## src/rtl/pin_mux_regs.svh

```systemverilog
// Purpose: constants for the strap capture and shared-pin steering block
// Assumes: straps are plain levels synchronous to clk_sys_i
// Notes:   positions below index the four shared serial/cell pins
//
// Overview of operation
// Width strap low: host port is 16 bits, upper sixteen data pins Hi-Z.
// Width strap high: host port is 32 bits on all data pins.
// Software-steered pins follow their enable and direction bits at any time.
// Strap-steered pins belong to exactly one peripheral from reset onward; the code drives them for the reset defaults in the cycle after capture.
// After reset, GPIO 1, 2, 8 serve clock outputs or serial clock.
// Enable bit one hands the pin to general-purpose I/O.
// Enabled GPIO pin: direction zero is input, direction one drives output.
// GPIO 9 to 15 work only with PCI strapped off and bits set.
// GPIO 9 to 15 idle after reset; PCI disabled by default.
// Cell port strap defaults to zero; shared pins serve serial port one.
// External controller holds non-configuration address pins at defaults or undriven.
// Cell port strapped on: shared pins serve it, serial-one-only pins Hi-Z.
// Peripheral strapped off: its standalone pins are tied off Hi-Z.
// Straps captured once at reset release and held until next reset.
`ifndef PIN_MUX_REGS_SVH
`define PIN_MUX_REGS_SVH

`define HOST_DATA_W       32
`define HOST_NARROW_W     16
`define SHARED_PIN_W      4
`define CLK_GP_W          3
`define PCI_GP_W          7

// shared serial pin positions
`define SH_TX_DATA        0
`define SH_TX_FRAME       1
`define SH_RX_FRAME       2
`define SH_RX_DATA        3

// strap defaults before capture
`define HOST_WIDE_RST     1'b0
`define CELL_PORT_EN_RST  1'b0
`define PCI_EN_RST        1'b0
`define GPIO_EN_RST       1'b0

`endif

```

## src/rtl/pin_mux_pkg.sv

```systemverilog
// Purpose: types shared by the strap capture and pad steering modules
// Assumes: nothing beyond SystemVerilog packages
// Notes:   constants live in pin_mux_regs.svh
package pin_mux_pkg;

    typedef enum logic [1:0] {
        PAD_FUNC,
        PAD_GPIO,
        PAD_OFF
    } pad_owner_t;

    typedef struct packed {
        logic host_wide;
        logic cell_port_en;
        logic pci_en;
        logic captured;
    } strap_sel_t;

endpackage

```

## src/rtl/config_strap_pin_mux.sv

```systemverilog
// Purpose: reset strap capture and steering of the shared device pins
// Assumes: strap and pad inputs synchronous to clk_sys_i; rst_b_i asynchronous
// Notes:   pad outputs are registered; strap selections hold until the next reset
`timescale 1ns/10ps
`include "pin_mux_regs.svh"
module config_strap_pin_mux
    import pin_mux_pkg::*;
#(
    parameter int SERIAL_ONE_ONLY_W = 3,
    parameter int CELL_ONLY_W       = 8,
    parameter int PCI_ONLY_W        = 4
) (
    input  wire logic                         clk_sys_i,
    input  wire logic                         rst_b_i,
    // straps
    input  wire logic                         host_data_bit5_strap_i,
    input  wire logic                         cell_port_enable_strap_i,
    input  wire logic                         pci_enable_strap_i,
    output logic                              host_port_wide_o,
    output logic                              cell_port_enabled_o,
    output logic                              pci_enabled_o,
    output logic                              straps_valid_o,
    // host data / PCI address-data pins
    input  wire logic [`HOST_DATA_W-1:0]      host_port_out_i,
    input  wire logic                         host_port_oe_i,
    input  wire logic [`HOST_DATA_W-1:0]      pci_ad_out_i,
    input  wire logic                         pci_ad_oe_i,
    input  wire logic [`HOST_DATA_W-1:0]      host_data_pad_i,
    output logic      [`HOST_DATA_W-1:0]      host_data_pad_o,
    output logic      [`HOST_DATA_W-1:0]      host_data_pad_oe_o,
    output logic      [`HOST_DATA_W-1:0]      host_port_in_o,
    output logic      [`HOST_DATA_W-1:0]      pci_ad_in_o,
    // GPIO 1, 2, 8 shared with clock outputs and serial-two clock
    input  wire logic                         clock_out_div_four_i,
    input  wire logic                         clock_out_div_six_i,
    output logic                              serial_two_ext_clock_o,
    input  wire logic [`CLK_GP_W-1:0]         clk_gpio_pin_enable_bit_i,
    input  wire logic [`CLK_GP_W-1:0]         clk_gpio_direction_bit_i,
    input  wire logic [`CLK_GP_W-1:0]         clk_gpio_out_i,
    output logic      [`CLK_GP_W-1:0]         clk_gpio_in_o,
    input  wire logic [`CLK_GP_W-1:0]         clk_gp_pad_i,
    output logic      [`CLK_GP_W-1:0]         clk_gp_pad_o,
    output logic      [`CLK_GP_W-1:0]         clk_gp_pad_oe_o,
    // GPIO 9 to 15 shared with PCI
    input  wire logic [`PCI_GP_W-1:0]         pci_gpio_pin_enable_bit_i,
    input  wire logic [`PCI_GP_W-1:0]         pci_gpio_direction_bit_i,
    input  wire logic [`PCI_GP_W-1:0]         pci_gpio_out_i,
    output logic      [`PCI_GP_W-1:0]         pci_gpio_in_o,
    input  wire logic [`PCI_GP_W-1:0]         pci_side_out_i,
    input  wire logic [`PCI_GP_W-1:0]         pci_side_oe_i,
    output logic      [`PCI_GP_W-1:0]         pci_side_in_o,
    input  wire logic [`PCI_GP_W-1:0]         pci_gp_pad_i,
    output logic      [`PCI_GP_W-1:0]         pci_gp_pad_o,
    output logic      [`PCI_GP_W-1:0]         pci_gp_pad_oe_o,
    // serial port one / cell port shared pins
    input  wire logic                         serial_one_tx_data_i,
    input  wire logic                         serial_one_tx_frame_i,
    input  wire logic                         serial_one_tx_frame_oe_i,
    input  wire logic                         serial_one_rx_frame_i,
    input  wire logic                         serial_one_rx_frame_oe_i,
    output logic                              serial_one_tx_frame_o,
    output logic                              serial_one_rx_frame_o,
    output logic                              serial_one_rx_data_o,
    output logic      [`SHARED_PIN_W-1:0]     cell_port_addr_o,
    input  wire logic [`SHARED_PIN_W-1:0]     shared_pad_i,
    output logic      [`SHARED_PIN_W-1:0]     shared_pad_o,
    output logic      [`SHARED_PIN_W-1:0]     shared_pad_oe_o,
    // standalone pins of each strap-gated peripheral
    input  wire logic [SERIAL_ONE_ONLY_W-1:0] serial_one_only_out_i,
    input  wire logic [SERIAL_ONE_ONLY_W-1:0] serial_one_only_oe_i,
    output logic      [SERIAL_ONE_ONLY_W-1:0] serial_one_only_pad_o,
    output logic      [SERIAL_ONE_ONLY_W-1:0] serial_one_only_pad_oe_o,
    input  wire logic [CELL_ONLY_W-1:0]       cell_only_out_i,
    input  wire logic [CELL_ONLY_W-1:0]       cell_only_oe_i,
    output logic      [CELL_ONLY_W-1:0]       cell_only_pad_o,
    output logic      [CELL_ONLY_W-1:0]       cell_only_pad_oe_o,
    input  wire logic [PCI_ONLY_W-1:0]        pci_only_out_i,
    input  wire logic [PCI_ONLY_W-1:0]        pci_only_oe_i,
    output logic      [PCI_ONLY_W-1:0]        pci_only_pad_o,
    output logic      [PCI_ONLY_W-1:0]        pci_only_pad_oe_o
);

    if (SERIAL_ONE_ONLY_W < 1 || CELL_ONLY_W < 1 || PCI_ONLY_W < 1) begin : width_check
        $error("standalone pin group widths must be at least one");
    end

    localparam logic [`HOST_DATA_W-1:0] NARROW_MASK = {{(`HOST_DATA_W-`HOST_NARROW_W){1'b0}},
                                                       {`HOST_NARROW_W{1'b1}}};

    typedef struct packed {
        strap_sel_t                     sel;
        logic [`HOST_DATA_W-1:0]        hd_out;
        logic [`HOST_DATA_W-1:0]        hd_oe;
        logic [`SHARED_PIN_W-1:0]       sh_out;
        logic [`SHARED_PIN_W-1:0]       sh_oe;
        logic [SERIAL_ONE_ONLY_W-1:0]   so_out;
        logic [SERIAL_ONE_ONLY_W-1:0]   so_oe;
        logic [CELL_ONLY_W-1:0]         co_out;
        logic [CELL_ONLY_W-1:0]         co_oe;
        logic [PCI_ONLY_W-1:0]          po_out;
        logic [PCI_ONLY_W-1:0]          po_oe;
    } mux_state_t;

    logic [1:0]               rst_sync_reg;
    logic                     rst_b;
    mux_state_t               state_reg;
    mux_state_t               state_next;
    logic [`HOST_DATA_W-1:0]  host_mask;
    logic [`CLK_GP_W-1:0]     clk_func_out;
    logic [`CLK_GP_W-1:0]     clk_func_oe;
    logic [`CLK_GP_W-1:0]     clk_func_in;

    always_ff @(posedge clk_sys_i or negedge rst_b_i) begin
        if (!rst_b_i) begin
            rst_sync_reg <= 2'h0;
        end else begin
            rst_sync_reg <= {rst_sync_reg[0], 1'b1};
        end
    end
    assign rst_b = rst_sync_reg[1];

    always_comb begin
        state_next = state_reg;
        // capture once after release
        if (!state_reg.sel.captured) begin
            state_next.sel.host_wide    = host_data_bit5_strap_i;
            state_next.sel.cell_port_en = cell_port_enable_strap_i;
            state_next.sel.pci_en       = pci_enable_strap_i;
            state_next.sel.captured     = 1'b1;
        end
        // host width mask
        host_mask = state_reg.sel.host_wide ? {`HOST_DATA_W{1'b1}} : NARROW_MASK;
        // one owner per strap
        if (state_reg.sel.pci_en) begin
            state_next.hd_out = pci_ad_out_i & {`HOST_DATA_W{pci_ad_oe_i}};
            state_next.hd_oe  = {`HOST_DATA_W{pci_ad_oe_i}};
        end else begin
            state_next.hd_out = host_port_out_i & host_mask & {`HOST_DATA_W{host_port_oe_i}};
            state_next.hd_oe  = host_mask & {`HOST_DATA_W{host_port_oe_i}};
        end
        // cell port takes shared pins
        if (state_reg.sel.cell_port_en) begin
            state_next.sh_out = '0;
            state_next.sh_oe  = '0;
        end else begin
            // serial one by default
            state_next.sh_out = '0;
            state_next.sh_oe  = '0;
            state_next.sh_out[`SH_TX_DATA]  = serial_one_tx_data_i;
            state_next.sh_oe[`SH_TX_DATA]   = 1'b1;
            state_next.sh_out[`SH_TX_FRAME] = serial_one_tx_frame_i & serial_one_tx_frame_oe_i;
            state_next.sh_oe[`SH_TX_FRAME]  = serial_one_tx_frame_oe_i;
            state_next.sh_out[`SH_RX_FRAME] = serial_one_rx_frame_i & serial_one_rx_frame_oe_i;
            state_next.sh_oe[`SH_RX_FRAME]  = serial_one_rx_frame_oe_i;
        end
        // standalone tie-off
        state_next.so_oe  = state_reg.sel.cell_port_en ? '0 : serial_one_only_oe_i;
        state_next.so_out = serial_one_only_out_i & state_next.so_oe;
        state_next.co_oe  = state_reg.sel.cell_port_en ? cell_only_oe_i : '0;
        state_next.co_out = cell_only_out_i & state_next.co_oe;
        state_next.po_oe  = state_reg.sel.pci_en ? pci_only_oe_i : '0;
        state_next.po_out = pci_only_out_i & state_next.po_oe;
    end

    // defaults with PCI and cell port off
    always_ff @(posedge clk_sys_i or negedge rst_b) begin
        if (!rst_b) begin
            state_reg                  <= '0;
            state_reg.sel.host_wide    <= `HOST_WIDE_RST;
            state_reg.sel.cell_port_en <= `CELL_PORT_EN_RST;
            state_reg.sel.pci_en       <= `PCI_EN_RST;
        end else begin
            state_reg <= state_next;
        end
    end

    assign host_port_wide_o         = state_reg.sel.host_wide;
    assign cell_port_enabled_o      = state_reg.sel.cell_port_en;
    assign pci_enabled_o            = state_reg.sel.pci_en;
    assign straps_valid_o           = state_reg.sel.captured;
    assign host_data_pad_o          = state_reg.hd_out;
    assign host_data_pad_oe_o       = state_reg.hd_oe;
    assign host_port_in_o           = state_reg.sel.pci_en ? '0 : (host_data_pad_i & host_mask);
    assign pci_ad_in_o              = state_reg.sel.pci_en ? host_data_pad_i : '0;
    assign shared_pad_o             = state_reg.sh_out;
    assign shared_pad_oe_o          = state_reg.sh_oe;
    assign serial_one_tx_frame_o    = state_reg.sel.cell_port_en ? 1'b0 : shared_pad_i[`SH_TX_FRAME];
    assign serial_one_rx_frame_o    = state_reg.sel.cell_port_en ? 1'b0 : shared_pad_i[`SH_RX_FRAME];
    assign serial_one_rx_data_o     = state_reg.sel.cell_port_en ? 1'b0 : shared_pad_i[`SH_RX_DATA];
    assign cell_port_addr_o         = state_reg.sel.cell_port_en ? shared_pad_i : '0;
    assign serial_one_only_pad_o    = state_reg.so_out;
    assign serial_one_only_pad_oe_o = state_reg.so_oe;
    assign cell_only_pad_o          = state_reg.co_out;
    assign cell_only_pad_oe_o       = state_reg.co_oe;
    assign pci_only_pad_o           = state_reg.po_out;
    assign pci_only_pad_oe_o        = state_reg.po_oe;

    // index 0 and 1 drive the divided clocks, index 2 is the serial-two clock input
    assign clk_func_out           = {1'b0, clock_out_div_six_i, clock_out_div_four_i};
    assign clk_func_oe            = 3'h3;
    assign serial_two_ext_clock_o = clk_func_in[2];

    // live software steering
    for (genvar i = 0; i < `CLK_GP_W; i++) begin : clk_gp
        gpio_pad_cell u_cell (
            .clk_sys_i    (clk_sys_i),
            .rst_b_i      (rst_b),
            .func_active_i(1'b1),
            .gpio_allow_i (1'b1),
            .gpio_en_i    (clk_gpio_pin_enable_bit_i[i]),
            .gpio_dir_i   (clk_gpio_direction_bit_i[i]),
            .gpio_out_i   (clk_gpio_out_i[i]),
            .func_out_i   (clk_func_out[i]),
            .func_oe_i    (clk_func_oe[i]),
            .pad_i        (clk_gp_pad_i[i]),
            .pad_o        (clk_gp_pad_o[i]),
            .pad_oe_o     (clk_gp_pad_oe_o[i]),
            .gpio_in_o    (clk_gpio_in_o[i]),
            .func_in_o    (clk_func_in[i])
        );
    end

    // GPIO only with PCI strapped off
    for (genvar i = 0; i < `PCI_GP_W; i++) begin : pci_gp
        gpio_pad_cell u_cell (
            .clk_sys_i    (clk_sys_i),
            .rst_b_i      (rst_b),
            .func_active_i(state_reg.sel.pci_en),
            .gpio_allow_i (~state_reg.sel.pci_en),
            .gpio_en_i    (pci_gpio_pin_enable_bit_i[i]),
            .gpio_dir_i   (pci_gpio_direction_bit_i[i]),
            .gpio_out_i   (pci_gpio_out_i[i]),
            .func_out_i   (pci_side_out_i[i]),
            .func_oe_i    (pci_side_oe_i[i]),
            .pad_i        (pci_gp_pad_i[i]),
            .pad_o        (pci_gp_pad_o[i]),
            .pad_oe_o     (pci_gp_pad_oe_o[i]),
            .gpio_in_o    (pci_gpio_in_o[i]),
            .func_in_o    (pci_side_in_o[i])
        );
    end

endmodule

```

## src/rtl/gpio_pad_cell.sv

```systemverilog
// Purpose: one shared pad owned either by a peripheral function or by GPIO
// Assumes: all controls synchronous to clk_sys_i
// Notes:   pad drive is registered, so a change of owner shows one cycle later
`timescale 1ns/10ps
module gpio_pad_cell
    import pin_mux_pkg::*;
(
    input  wire logic clk_sys_i,
    input  wire logic rst_b_i,
    input  wire logic func_active_i,
    input  wire logic gpio_allow_i,
    input  wire logic gpio_en_i,
    input  wire logic gpio_dir_i,
    input  wire logic gpio_out_i,
    input  wire logic func_out_i,
    input  wire logic func_oe_i,
    input  wire logic pad_i,
    output logic      pad_o,
    output logic      pad_oe_o,
    output logic      gpio_in_o,
    output logic      func_in_o
);

    typedef struct packed {
        logic pad_out;
        logic pad_oe;
    } cell_state_t;

    cell_state_t state_reg;
    cell_state_t state_next;
    pad_owner_t  owner;

    always_comb begin
        // GPIO takes over
        if (gpio_en_i && gpio_allow_i) begin
            owner = PAD_GPIO;
        end else if (func_active_i) begin
            owner = PAD_FUNC;
        end else begin
            owner = PAD_OFF;
        end
        state_next = state_reg;
        unique case (owner)
            // direction selects drive
            PAD_GPIO: begin
                state_next.pad_out = gpio_out_i & gpio_dir_i;
                state_next.pad_oe  = gpio_dir_i;
            end
            PAD_FUNC: begin
                state_next.pad_out = func_out_i & func_oe_i;
                state_next.pad_oe  = func_oe_i;
            end
            PAD_OFF: begin
                state_next.pad_out = 1'b0;
                state_next.pad_oe  = 1'b0;
            end
        endcase
    end

    always_ff @(posedge clk_sys_i or negedge rst_b_i) begin
        if (!rst_b_i) begin
            state_reg <= '0;
        end else begin
            state_reg <= state_next;
        end
    end

    assign pad_o     = state_reg.pad_out;
    assign pad_oe_o  = state_reg.pad_oe;
    // inputs are gated so the idle owner sees a quiet zero
    assign gpio_in_o = pad_i & (owner == PAD_GPIO);
    assign func_in_o = pad_i & (owner == PAD_FUNC);

endmodule

```

## config.mk

```make
export PLATFORM = sky130hd
export DESIGN_NAME = config_strap_pin_mux
export DESIGN_NICKNAME = d
export VERILOG_FILES = /design/src/rtl/pin_mux_pkg.sv /design/src/rtl/config_strap_pin_mux.sv /design/src/rtl/gpio_pad_cell.sv
export VERILOG_INCLUDE_DIRS = /design/src /design/src/rtl
export SDC_FILE = /design/constraint.sdc
export NUM_CORES = 1
export LEC_CHECK = 0
export BUFFER_PORTS_ARGS = -buffer_cell sky130_fd_sc_hd__buf_2
export CAP_MARGIN = 30
export CORE_AREA = 3 3 160 162
export CTS_CLUSTER_SIZE = 40
export DETAILED_ROUTE_END_ITERATION = 10
export DIE_AREA = 0 0 163 165
export SLEW_MARGIN = 15
export SYNTH_ARGS = -nofsm -noshare
export SYNTH_HDL_FRONTEND = slang
export SYNTH_SLANG_ARGS = --single-unit
```

## constraint.sdc

```tcl
create_clock -name clk_sys_i -period 9.2 [get_ports clk_sys_i]
set_clock_uncertainty 0.2 [all_clocks]
set_input_delay 1.84 -clock clk_sys_i [delete_from_list [all_inputs] [get_ports clk_sys_i]]
set_output_delay 1.84 -clock clk_sys_i [all_outputs]
set_load 0.02 [all_outputs]
```

==> metrics.txt <==
FP Rows 57; Final Hold Viols 0; post-layout net count 963; register area 0.00241 mm²; delay-heaviest family, CP buffers and inverters; CORE AREA ~0.024 mm²; vias per cell 3.82; CTS clock-pin slew for the worst setup and hold paths 80 ps; IO Port Bufs 410; hold crit path type flop to asynchronous set/reset pin; Yosys warnings 0; slowest library cell on the worst path buf_4; CTS buffer count 9; initial antenna violation count 1; Pleak 3.82 nW; Ports between 400 and 500; # Post-CTS Setup Buffers 0; Worst-Skew Late Latency 340 ps; Post-Syn Instances 435; Final setup viols 0; filler instances around 2600; PostCTS Resize Cnt 0; startpoint types flop; Seq cells post-synth 96; Worst Path Max Fanout 100; f_max about 230 MHz; Seq/Total Area, Yosys 52.1%; Slew @ Worst Pin 860 ps; Syn Std Cell Area 0.00461 mm²; Synth top area share between 50% and 60%; GRT Resource Usage Total between 10% and 20%; placed cell count 1078; CTS tree yes; CP bufs+invs 2; Max-cap violations 0; fin cells roughly 1100; fraction of layout cells with a size suffix above 1 56.8%; Num Clock Sinks 96; DR WL/cell roughly 15 µm; Worst IR Drop VDD ~0.090 mV; Die W roughly 160 µm; vias in the first global route between 3000 and 4000; crit-path cells buf_4 -> nor2b_4 -> and2_1 -> buf_2; Clock Root Buffer clkbuf_16; Final Cycle Share between 40% and 50%; slowest cell delay on critical path slightly below 700 ps; routability congestion estimate 0.798; area of the multi-input gates 0.00149 mm²; CTS Hold Buffers Added 0; area growth from synthesis to layout 45.4%; CP endpoint kind primary output; Max clock buf depth 2; drt pass-1 iters 4; crit path kind flop to primary output; initial drt markers 171; pin count of the biggest net entering global routing approximately 100; Synth area leaders dfrtp_1 52%, buf_4 12%, and2_1 11%; RSZ-0062 raised after global routing false; Final Cell Area 0.00671 mm²; Tmin final 4350 ps; depth of the CTS H-tree 3; GRT overflow 0; pwr/cell area ~170 mW/mm²; max reg flops 32; DP HPWL 12.6 mm; ANT cells 0; global-route wire length before repair between 20 and 25 mm; DRC viols 0; Routed WL 15.9 mm; Initial Util 19.0%; Yosys cell types 24; Die Y between 150 and 200 µm; via count roughly 4200; Avg Cell Area, Syn 10.6 µm²; outcome finished, final reports clean; Antenna Nets Post-Route 0; Die Area 0.0269 mm²; Cell Area, Placed approximately 0.0064 mm²; Fin Setup TNS 0 ps; max-slew headroom at the worst pin 42.7%; Arr. time, crit path 2310 ps; Synth area leader dfrtp_1; max-slew violations 0; Crit path required time 7160 ps
==> cell type report <==
class	instances	area share (%)
multi-input combinational	242	22.2
clock inverter	7	1.29
clock buffer	9	3.36
sequential	96	35.9
timing repair buffer	413	31.0
inverter	3	0.168
tap	324	6.04
==> worst paths after layout <==
kind	end	from	cells past startpoint	slack, ps
min	pci_only_pad_o[0]$_DFF_PN0_	rst_sync_reg[1]$_DFF_PN0_	0	70
max reg2reg	pci_gp[2].u_cell.pad_oe_o$_DFF_PN0_	pci_enabled_o$_DFFE_PN0N_	2	7180
max in group asynchronous	host_data_pad_o[24]$_DFF_PN0_	rst_sync_reg[1]$_DFF_PN0_	1	7560
min in group clk_sys_i	rst_sync_reg[1]$_DFF_PN0_	rst_sync_reg[0]$_DFF_PN0_	0	160
min reg2reg	pci_only_pad_o[0]$_DFF_PN0_	rst_sync_reg[1]$_DFF_PN0_	0	70
max	host_port_in_o[31]	pci_enabled_o$_DFFE_PN0N_	4	4850
==> stage by stage <==
step	setup slack [ps]	power [mW]	util (%)	hold WS (ps)
2_1_floorplan	4990	0.695	-	131
3_3_place_gp	4840	0.789	26.3	97.9
3_5_place_dp	4860	0.793	26.4	101
4_1_cts	4760	1.19	27.7	105
5_1_grt	4620	1.23	27.7	128
6_report	4850	1.16	27.7	72.9
==> cell families after synthesis <==
logic type,share of synthesized area (%)
flip-flops,52.1
AND/OR/NAND/NOR,23.3
multiplexers,0.732
AO/OA/AOI/OAI,7.89
other,0.163
buffers and inverters,15.9
==> placed cells by master, fill, tap and decap left out, types with 2 or more instances in the layout <==
cell type,count
dfrtp_1,94
and3_1,13
dfrtp_4,2
a22o_1,16
o21ai_0,16
mux2_2,3
clkinv_4,2
nand3_1,33
nor2b_1,26
and2_1,80
nand2_1,21
o2bb2ai_1,15
buf_4,2
buf_2,410
inv_1,3
nor2_1,6
nor2b_4,2
conb_1,4
nand2b_1,2
clkbuf_16,9
clkinv_8,3
==> report_power, final <==
part           internal (mW)  switching (mW)  total, mW
sequential             0.453          0.0220      0.475
combinational          0.114           0.189      0.303
clock                  0.194           0.189      0.384
total                  0.761           0.400       1.16
==> cells in the mapped netlist (all sizes together) <==
master   number
dfrtp        96
buf          90
and2         81
nand3        33
nor2b        28
nand2        21
o21ai        17
a22o         16
o2bb2ai      15
and3         13
clkbuf        6
nor2          6
inv           3
mux2          3
conb          2
nand2b        2
and3b         1
o21bai        1
or2           1
==> routing by layer <==
| layer | part of all wire (%) | wire (µm) | vias up | global-route usage (%) |
|---|---|---|---|---|
| met4 | 1.3 | 206 | 2 | 2.96 |
| met5 | 0.11 | 17 | - | 0 |
| met3 | 9.2 | 1470 | 12 | 3.16 |
| met1 | 38 | 6050 | 1921 | 12.0 |
| li1 | - | - | 2003 | - |
| met2 | 51 | 8160 | 245 | 19.9 |
Note: power is estimated with default switching activity, not from simulation.
